$ cat src/verilog/np_regs_map.svh
// Register offsets, field positions, reset values for the next page register set.
// Included by the design; definitions only.
`ifndef NP_REGS_MAP_SVH
`define NP_REGS_MAP_SVH
`define NPT_OFFSET        5'h07
`define PNP_OFFSET        5'h08
`define PCFG_OFFSET       5'h10
`define PGRX_OFFSET       5'h06
`define NPT_RESET         16'h2001
`define PNP_RESET         16'h0000
`define PCFG_RESET        16'h0000
`define NPT_WRITE_MASK    16'hBFFF
`define PCFG_WRITE_MASK   16'h7FFF
`define BIT_MORE_PAGES    15
`define BIT_ACK           14
`define BIT_MESSAGE       13
`define BIT_COMPLY        12
`define BIT_TOGGLE        11
`define BIT_LINK_FORCE    14
`define BIT_TX_DISABLE    13
`define BIT_ALT_NP        1
`define BIT_FIBER         0
`define BIT_PAGE_RX       1
`define CODE_MSB          10
`endif

$ cat src/verilog/np_regs_pkg.sv
// Types shared by the next page register set.
// Assumes the constants header sits beside it.
package np_regs_pkg;
   typedef struct packed {
      logic        valid;
      logic [15:0] word;
   } page_type;
   typedef struct packed {
      logic        read;
      logic        write;
      logic [4:0]  addr;
      logic [15:0] wdata;
   } mgmt_req_type;
endpackage

$ cat src/verilog/autoneg_next_page_regs.sv
// Per-port next page transmit, partner next page and port configuration registers.
// Assumes a management front end that gives one-cycle read/write strobes on clock_i,
// and a negotiation engine on the same clock that delivers received pages as pulses.
// Contract
// - Transmit bit 15 more pages, reset 0
// - Reserved bits write zero, read zero
// - Transmit bit 13 message page, reset 1
// - Transmit bit 12 comply ack, reset 0
// - Transmit bit 11 toggle, reset 0
// - Transmit code field eleven bits, reset 1
// - Partner bit 15 more pages, reset 0
// - Partner bit 14 receipt ack, reset 0
// - Partner bit 13 message page, reset 0
// - Partner bit 12 comply ack, reset 0
// - Partner toggle and code field, reset 0
// - Latched status clears on read
// - Config bit 14 forces link pass
// - Config bit 13 disables transmitter
// - Config bit 0 loaded from pin
// - New page loads partner, sets flag
// - Alternate mode clears flag early
`timescale 1ns/10ps
`include "np_regs_map.svh"
module autoneg_next_page_regs
   import np_regs_pkg::*;
#(
   parameter int DATA_WIDTH = 16
) (
   input  wire logic         clock_i,
   input  wire logic         reset_i,
   input  wire logic         enable_i,
   input  wire mgmt_req_type mgmt_i,
   output logic [15:0]       read_data_o,
   output logic              read_valid_o,
   input  wire page_type     rx_page_i,
   input  wire logic         page_rx_active_i,
   input  wire logic         fiber_pin_i,
   output logic [15:0]       tx_page_o,
   output logic              link_pass_force_o,
   output logic              tx_disable_o,
   output logic              alt_np_enable_o,
   output logic              fiber_select_o,
   output logic              page_received_o
);

   initial begin
      if (DATA_WIDTH != 16) begin
         $error("Register width must be 16");
      end
   end

   logic [15:0] next_page_transmit;
   logic [15:0] partner_next_page;
   logic [15:0] port_configuration;
   logic        page_received;
   logic        fiber_meta;
   logic        fiber_sync;
   logic        strap_pending;

   wire hit_npt  = mgmt_i.addr == `NPT_OFFSET;
   wire hit_pnp  = mgmt_i.addr == `PNP_OFFSET;
   wire hit_pcfg = mgmt_i.addr == `PCFG_OFFSET;
   wire hit_pgrx = mgmt_i.addr == `PGRX_OFFSET;
   wire wr_npt   = enable_i && mgmt_i.write && hit_npt;
   wire wr_pcfg  = enable_i && mgmt_i.write && hit_pcfg;
   wire rd_pgrx  = enable_i && mgmt_i.read && hit_pgrx;
   wire new_page = enable_i && rx_page_i.valid;
   wire alt_clear = port_configuration[`BIT_ALT_NP]
                    && (!page_rx_active_i || port_configuration[`BIT_TX_DISABLE]);

   wire [15:0] npt_view  = next_page_transmit & `NPT_WRITE_MASK;
   wire [15:0] pcfg_view = port_configuration & `PCFG_WRITE_MASK;
   wire [15:0] pgrx_view = 16'(page_received) << `BIT_PAGE_RX;
   wire [15:0] read_mux  = hit_npt  ? npt_view :
                           hit_pnp  ? partner_next_page :
                           hit_pcfg ? pcfg_view :
                           hit_pgrx ? pgrx_view : 16'h0000;

   // Strap pin crosses in from outside; two flops before use
   always_ff @(posedge clock_i) begin
      fiber_meta <= fiber_pin_i;
      fiber_sync <= fiber_meta;
   end

   always_ff @(posedge clock_i) begin
      if (reset_i) begin
         next_page_transmit <= `NPT_RESET;
      end else if (wr_npt) begin
         next_page_transmit <= mgmt_i.wdata & `NPT_WRITE_MASK;
      end
   end

   always_ff @(posedge clock_i) begin
      if (reset_i) begin
         partner_next_page <= `PNP_RESET;
      end else if (new_page) begin
         partner_next_page <= rx_page_i.word;
      end
   end

   // port configuration register
   // Strap is sampled one cycle after reset release so the async pin is synced
   always_ff @(posedge clock_i) begin
      if (reset_i) begin
         port_configuration <= `PCFG_RESET;
         strap_pending      <= 1'b1;
      end else if (enable_i) begin
         strap_pending <= 1'b0;
         if (wr_pcfg) begin
            port_configuration <= mgmt_i.wdata & `PCFG_WRITE_MASK;
         end else if (strap_pending) begin
            port_configuration[`BIT_FIBER] <= fiber_sync;
         end
      end
   end

   always_ff @(posedge clock_i) begin
      if (reset_i) begin
         page_received <= 1'b0;
      end else if (new_page) begin
         page_received <= 1'b1;
      end else if (enable_i && (rd_pgrx || alt_clear)) begin
         page_received <= 1'b0;
      end
   end

   always_ff @(posedge clock_i) begin
      if (reset_i) begin
         read_data_o  <= 16'h0000;
         read_valid_o <= 1'b0;
      end else if (enable_i) begin
         read_valid_o <= mgmt_i.read;
         if (mgmt_i.read) begin
            read_data_o <= read_mux;
         end
      end
   end

   assign tx_page_o         = npt_view;
   assign link_pass_force_o = port_configuration[`BIT_LINK_FORCE];
   assign tx_disable_o      = port_configuration[`BIT_TX_DISABLE];
   assign alt_np_enable_o   = port_configuration[`BIT_ALT_NP];
   assign fiber_select_o    = port_configuration[`BIT_FIBER];
   assign page_received_o   = page_received;

   // Transmit fields as the negotiation engine sees them
   wire        tx_more_pages   = tx_page_o[`BIT_MORE_PAGES];
   wire        tx_message_page = tx_page_o[`BIT_MESSAGE];
   wire        tx_comply       = tx_page_o[`BIT_COMPLY];
   wire        tx_toggle       = tx_page_o[`BIT_TOGGLE];
   wire [10:0] tx_code         = tx_page_o[`CODE_MSB:0];

   // Partner fields as management reads them
   wire        rx_more_pages   = partner_next_page[`BIT_MORE_PAGES];
   wire        rx_receipt_ack  = partner_next_page[`BIT_ACK];
   wire        rx_message_page = partner_next_page[`BIT_MESSAGE];
   wire        rx_comply       = partner_next_page[`BIT_COMPLY];
   wire        rx_toggle       = partner_next_page[`BIT_TOGGLE];
   wire [10:0] rx_code         = partner_next_page[`CODE_MSB:0];

   reserved_zero_a: assert property (@(posedge clock_i) disable iff (reset_i)
      tx_page_o[`BIT_ACK] == 1'b0 && !port_configuration[15])
      else $error("Reserved bit set");

   npt_reset_a: assert property (@(posedge clock_i)
      reset_i |=> next_page_transmit == `NPT_RESET)
      else $error("Transmit register reset value wrong");

   npt_fields_reset_a: assert property (@(posedge clock_i)
      reset_i |=> !tx_more_pages && tx_message_page && !tx_comply && !tx_toggle
                  && tx_code == 11'h001)
      else $error("Transmit fields reset wrong");

   npt_write_a: assert property (@(posedge clock_i) disable iff (reset_i)
      wr_npt |=> tx_page_o == ($past(mgmt_i.wdata) & `NPT_WRITE_MASK))
      else $error("Transmit page write lost");

   more_pages_wr_a: assert property (@(posedge clock_i) disable iff (reset_i)
      wr_npt |=> tx_more_pages == $past(mgmt_i.wdata[`BIT_MORE_PAGES]))
      else $error("More pages field not written");

   message_wr_a: assert property (@(posedge clock_i) disable iff (reset_i)
      wr_npt |=> tx_message_page == $past(mgmt_i.wdata[`BIT_MESSAGE]))
      else $error("Message page field not written");

   comply_wr_a: assert property (@(posedge clock_i) disable iff (reset_i)
      wr_npt |=> tx_comply == $past(mgmt_i.wdata[`BIT_COMPLY]))
      else $error("Comply field not written");

   toggle_wr_a: assert property (@(posedge clock_i) disable iff (reset_i)
      wr_npt |=> tx_toggle == $past(mgmt_i.wdata[`BIT_TOGGLE]))
      else $error("Toggle field not written");

   code_wr_a: assert property (@(posedge clock_i) disable iff (reset_i)
      wr_npt |=> tx_code == $past(mgmt_i.wdata[`CODE_MSB:0]))
      else $error("Code field not written");

   npt_hold_a: assert property (@(posedge clock_i) disable iff (reset_i)
      !wr_npt |=> $stable(tx_page_o))
      else $error("Outgoing page changed without write");

   partner_load_a: assert property (@(posedge clock_i) disable iff (reset_i)
      new_page |=> partner_next_page == $past(rx_page_i.word) && page_received)
      else $error("Received page not loaded");

   partner_more_a: assert property (@(posedge clock_i) disable iff (reset_i)
      new_page |=> rx_more_pages == $past(rx_page_i.word[`BIT_MORE_PAGES]))
      else $error("Partner more pages wrong");

   partner_ack_a: assert property (@(posedge clock_i) disable iff (reset_i)
      new_page |=> rx_receipt_ack == $past(rx_page_i.word[`BIT_ACK]))
      else $error("Partner receipt ack wrong");

   partner_message_a: assert property (@(posedge clock_i) disable iff (reset_i)
      new_page |=> rx_message_page == $past(rx_page_i.word[`BIT_MESSAGE]))
      else $error("Partner message page wrong");

   partner_comply_a: assert property (@(posedge clock_i) disable iff (reset_i)
      new_page |=> rx_comply == $past(rx_page_i.word[`BIT_COMPLY]))
      else $error("Partner comply ack wrong");

   partner_code_a: assert property (@(posedge clock_i) disable iff (reset_i)
      new_page |=> rx_toggle == $past(rx_page_i.word[`BIT_TOGGLE])
                   && rx_code == $past(rx_page_i.word[`CODE_MSB:0]))
      else $error("Partner code field wrong");

   partner_reset_a: assert property (@(posedge clock_i)
      reset_i |=> partner_next_page == `PNP_RESET)
      else $error("Partner register reset value wrong");

   partner_hold_a: assert property (@(posedge clock_i) disable iff (reset_i)
      !new_page |=> $stable(partner_next_page))
      else $error("Partner register changed without page");

   flag_rise_a: assert property (@(posedge clock_i) disable iff (reset_i)
      $rose(page_received) |-> $past(new_page))
      else $error("Page flag set without page");

   read_clear_a: assert property (@(posedge clock_i) disable iff (reset_i)
      rd_pgrx && !new_page |=> !page_received)
      else $error("Page flag not cleared by read");

   flag_hold_a: assert property (@(posedge clock_i) disable iff (reset_i)
      page_received && !rd_pgrx && !alt_clear |=> page_received)
      else $error("Page flag lost before read");

   alt_clear_a: assert property (@(posedge clock_i) disable iff (reset_i)
      enable_i && alt_clear && !new_page |=> !page_received)
      else $error("Alternate clear ignored");

   alt_write_a: assert property (@(posedge clock_i) disable iff (reset_i)
      wr_pcfg |=> alt_np_enable_o == $past(mgmt_i.wdata[`BIT_ALT_NP]))
      else $error("Alternate enable not written");

   tx_disable_a: assert property (@(posedge clock_i) disable iff (reset_i)
      wr_pcfg |=> tx_disable_o == $past(mgmt_i.wdata[`BIT_TX_DISABLE])
                  && link_pass_force_o == $past(mgmt_i.wdata[`BIT_LINK_FORCE]))
      else $error("Config control bits not written");

   pcfg_hold_a: assert property (@(posedge clock_i) disable iff (reset_i)
      !wr_pcfg && !strap_pending |=> $stable(port_configuration))
      else $error("Config changed without write");

   strap_load_a: assert property (@(posedge clock_i) disable iff (reset_i)
      strap_pending && enable_i && !wr_pcfg |=> fiber_select_o == $past(fiber_sync))
      else $error("Fiber strap not loaded");

   read_pulse_a: assert property (@(posedge clock_i) disable iff (reset_i)
      enable_i && mgmt_i.read |=> read_valid_o)
      else $error("Read not answered");

   read_idle_a: assert property (@(posedge clock_i) disable iff (reset_i)
      enable_i && !mgmt_i.read |=> !read_valid_o)
      else $error("Read valid without read");

   npt_read_a: assert property (@(posedge clock_i) disable iff (reset_i)
      enable_i && mgmt_i.read && hit_npt |=> read_data_o == $past(tx_page_o)
                                             && !read_data_o[`BIT_ACK])
      else $error("Transmit readback wrong");

   pcfg_read_a: assert property (@(posedge clock_i) disable iff (reset_i)
      enable_i && mgmt_i.read && hit_pcfg |=> !read_data_o[15]
         && read_data_o[14:0] == $past(port_configuration[14:0]))
      else $error("Config readback wrong");

   pnp_read_a: assert property (@(posedge clock_i) disable iff (reset_i)
      enable_i && mgmt_i.read && hit_pnp |=> read_data_o == $past(partner_next_page))
      else $error("Partner readback wrong");

   pgrx_read_a: assert property (@(posedge clock_i) disable iff (reset_i)
      enable_i && mgmt_i.read && hit_pgrx |=>
         read_data_o == {14'h0000, $past(page_received), 1'b0})
      else $error("Page flag readback wrong");

   unmapped_read_a: assert property (@(posedge clock_i) disable iff (reset_i)
      enable_i && mgmt_i.read && !(hit_npt || hit_pnp || hit_pcfg || hit_pgrx)
      |=> read_data_o == 16'h0000)
      else $error("Unmapped read not zero");

   freeze_a: assert property (@(posedge clock_i) disable iff (reset_i)
      !enable_i |=> $stable(partner_next_page) && $stable(port_configuration)
                    && $stable(page_received) && $stable(next_page_transmit))
      else $error("State changed while frozen");

endmodule

$ cat config.mk
export PLATFORM = sky130hd
export DESIGN_NAME = autoneg_next_page_regs
export DESIGN_NICKNAME = d
export VERILOG_FILES = /design/src/verilog/np_regs_pkg.sv /design/src/verilog/autoneg_next_page_regs.sv
export VERILOG_INCLUDE_DIRS = /design/src /design/src/verilog
export SDC_FILE = /design/constraint.sdc
export NUM_CORES = 1
export LEC_CHECK = 0
export BUFFER_PORTS_ARGS = -buffer_cell sky130_fd_sc_hd__buf_4
export CAP_MARGIN = 20
export CORE_ASPECT_RATIO = 0.8
export CORE_UTILIZATION = 49
export CTS_BUF_LIST = sky130_fd_sc_hd__clkbuf_4 sky130_fd_sc_hd__clkbuf_8 sky130_fd_sc_hd__clkbuf_16
export DETAILED_ROUTE_END_ITERATION = 7
export PLACE_DENSITY = 0.89
export SETUP_SLACK_MARGIN = 0.1
export SLEW_MARGIN = 5
export SYNTH_ARGS = -nofsm -noshare
export SYNTH_HDL_FRONTEND = slang
export SYNTH_SLANG_ARGS = --single-unit
$ cat constraint.sdc
create_clock -name clock_i -period 3.2 [get_ports clock_i]
set_input_delay 0.16 -clock clock_i [delete_from_list [all_inputs] [get_ports clock_i]]
set_output_delay 0.16 -clock clock_i [all_outputs]
set_load 0.01 [all_outputs]
==> impl_results.md <==
* Cell Area, Synth at 2690 sq um
* Via count at 2,523
* Period utilization at 52.2%
* Clock Skews at 0.00596 ns
* Clock share of power at 39.8%
* Final Max Slew Viols at 0
* CP Max Fanout at 19
* Antenna-violating nets left at 0
* Simple-gate share of the synthesized area at 18.0%
* Fraction of layout cells with a size suffix above 1 at 26.6%
* Clk buf depth at 2
* Post-Syn Instances at 310
* Minimum clock period at 1.67 ns
* GR Util All Layers at 25.8%
* Area fraction in compound gates after synthesis at 20.6%
* Area Growth Syn to Fin at 28.6%
* Clk sinks at 67
* Routed wire length at 6980 um
* Setup Buffers After CTS at 0
* Library cells used by synthesis at 31
* Hold Vio Cnt, Final at 0
* Initial antenna violation count at 0
* H-Tree Depth at 3
* # port buffers at 81
* Final setup violation count at 0
* N_diodes at 0
* Vias in the first global route at 2,270
* CP endpoint kind: flip-flop
* Setup TNS at 0 ns
* Worst EP required at 3.46 ns
* Cell area after layout at 3460 sq um
* Largest net degree at the start of global routing at 52
* Fillers at 404
* Psw at 407 uW
* NumNets Final at 424
* Warnings from Yosys at 0
* Relative slew margins at 34.5%
* First-pass detailed-route iteration total at 7
* Post-synthesis xor/xnor area fraction at 0%
* Die area at 5800 sq um
* Internal power at 1.32 mW
* Power share of the sequential group at 50.7%
* HPWL Detailed at 4970 um
* Core Area at 5150 sq um
* Grt ovf at 0
* FMAX at 598 MHz
* Ports at 83
* P_leak at 1.56 nW
* Combinational Power Share at 9.6%
* Synth Register Bits at 67
* Synth area leaders: dfxtp_1, nand2_1, a21oi_1
* Placed Area at 3260 sq um
* GPL Wtd Cong at 0.847
* Syn_nets at 355
* Status: complete, but fails checks
* CTS tree: yes
* Switching part of the total at 23.5%
* First-pass GRT wire length at 11,100 um
* Seq/Total Area, Yosys at 49.8%
* Worst-Skew Late Latency at 0.34 ns
* Die height at 68.3 um
* 1st-iter DRT viols at 294
* Initial core utilization at 52.3%
* Power Density at 500 nW/um^2
* Type of the most critical hold path: input port to flip-flop
* Critical path arrival at 1.94 ns
* Max VDD drop at 0.284 mV
* Num CTS Buffers at 9
* Worst setup path class: input port to flip-flop
* Remaining routing DRC violations at 5
* CP startpoint kind: input port
* Failing checks: DRC
* Mux share of post-synthesis cell area at 5.57%
* Clock-pin slew on the worst setup and hold paths at 0.07 ns
* Adder-cell share of the synthesized area at 0%
* Root buf cell: clkbuf_8
* Slew @ Worst Pin at 0.978 ns
* Maxcap violations at 0
* Rows at 23
* Horiz. Die Dim at 84.9 um
* Synth area leader: dfxtp_1
* Mean post-synth cell area at 8.69 sq um
* Largest family of logic cells by synthesized area: compound AO/OA/AOI/OAI gates
* DR WL/cell at 15.6 um
* Post-synth top area share at 49.8%
* Vias per cell at 5.66
* RSZ-0062 raised after global routing: no
-- through the flow --
stage | std cells | total power [mW] | hold WS (ns) | setup slack (ns) | util (%)
detailed placement | 429 | 1.06 | 0.266 | 1.29 | 63.2
global route | 446 | 1.80 | 0.0371 | 1.45 | 67.2
finish | 446 | 1.73 | 0.0486 | 1.53 | 67.2
global placement | 428 | 1.05 | 0.265 | 1.37 | 63.0
CTS | 446 | 1.74 | 0.0344 | 1.57 | 67.2
floorplan | 310 | 0.971 | 0.188 | 1.86 | -
-- critical path: stages --
cell     delay, ns
buf_4         0.13
nor3_4        0.63
and4_1        0.65
nand2_1       0.16
a21oi_1       0.19
-- power by group through the flow --
stage          clock, mW  combinational (mW)  sequential [mW]
6_report           0.689               0.166            0.877
5_1_grt            0.737               0.181            0.879
4_1_cts            0.699               0.165            0.877
3_5_place_dp           0               0.163            0.895
3_3_place_gp           0               0.159            0.894
2_1_floorplan          0              0.0751            0.896
-- metal layers --
metal | up-vias | GRT usage (%) | wire length [um]
met4 | 0 | 10.4 | 126
met2 | 137 | 42.2 | 3170
met5 | - | 0 | 0
met3 | 12 | 8.81 | 701
li1 | 1212 | - | -
met1 | 1162 | 31.9 | 2980
-- what timing repair did --
action | 4_1_cts | 5_1_grt
gates resized for setup | 0 | 0
hold buffers | 1 | 0
endpoints found under the hold margin | 1 | 0
-- placed cells by master (no fill, tap or decap) --
cell type,n
buf_4,82
nand2_1,69
dfxtp_1,67
a21oi_1,35
nor2_1,32
mux2i_1,15
a22o_1,14
o21ai_0,14
a221oi_1,13
clkbuf_8,10
inv_1,4
clkinv_2,3
nor2b_1,2
and2_1,2
a21o_1,2
nand3_1,2
nor3_4,1
nand4bb_4,1
a22oi_1,1
o221ai_1,1
o32ai_1,1
and4_1,1
nand4_2,1
or3_1,1
a311oi_1,1
o211ai_1,1
o311ai_0,1
a32oi_1,1
conb_1,1
clkinvlp_4,1
bufinv_16,1
clkbuf_4,1
dlygate4sd3_1,1
buf_6,1
-- state kept, by name, summed over array words and instances (netlist names) --
signal              flops
partner_next_page      16
fiber_sync              1
port_configuration     15
read_valid_o            1
page_received_o         1
fiber_meta              1
next_page_transmit     15
read_data_o            16
strap_pending           1
-- synthesized netlist by cell type --
cell type	count
buf_6	2
a221oi_1	13
nor2b_1	2
mux2i_1	15
a22oi_1	1
buf_4	2
nor3_4	1
buf_2	5
and4_1	1
o32ai_1	1
o311ai_0	1
and2_1	2
o221ai_1	1
a21o_1	2
a32oi_1	1
buf_12	1
clkbuf_1	16
nor2_1	32
nand4bb_4	1
nand2_1	69
a22o_1	14
dfxtp_1	67
or3_1	1
nand3_1	2
o21ai_0	14
o211ai_1	1
a311oi_1	1
a21oi_1	35
nand4_2	1
conb_1	1
inv_1	4
-- layout make-up --
cell class	count	area, sq um	share of cell area, %
Inverter	4	15.0	0.434
Timing Repair Buffer	84	637	18.4
Clock inverter	5	52.6	1.52
Sequential cell	67	1340	38.7
Clock buffer	11	145	4.19
Multi-Input combinational cell	213	1190	34.5
Tap cell	62	77.6	2.24
-- cells by family (layout without fill, tap and decap cells) --
kind of cell	after synthesis	after routing
compound gates	85	85
buf+inv	30	104
flops	67	67
mux	15	15
other cells	1	1
simple gates	112	112
-- final timing paths --
check / depth (start not counted) / from / end / slack, ns
worst min-delay path: 3 / mgmt_i[13] / next_page_transmit[13] / 0.05
worst min register to register: 0 / fiber_meta / fiber_sync / 0.33
worst max register to register: 3 / partner_next_page[4] / read_data_o[4] / 2.16
worst max-delay path: 5 / mgmt_i[17] / port_configuration[5] / 1.53
Power figures use the tool's default switching activity.
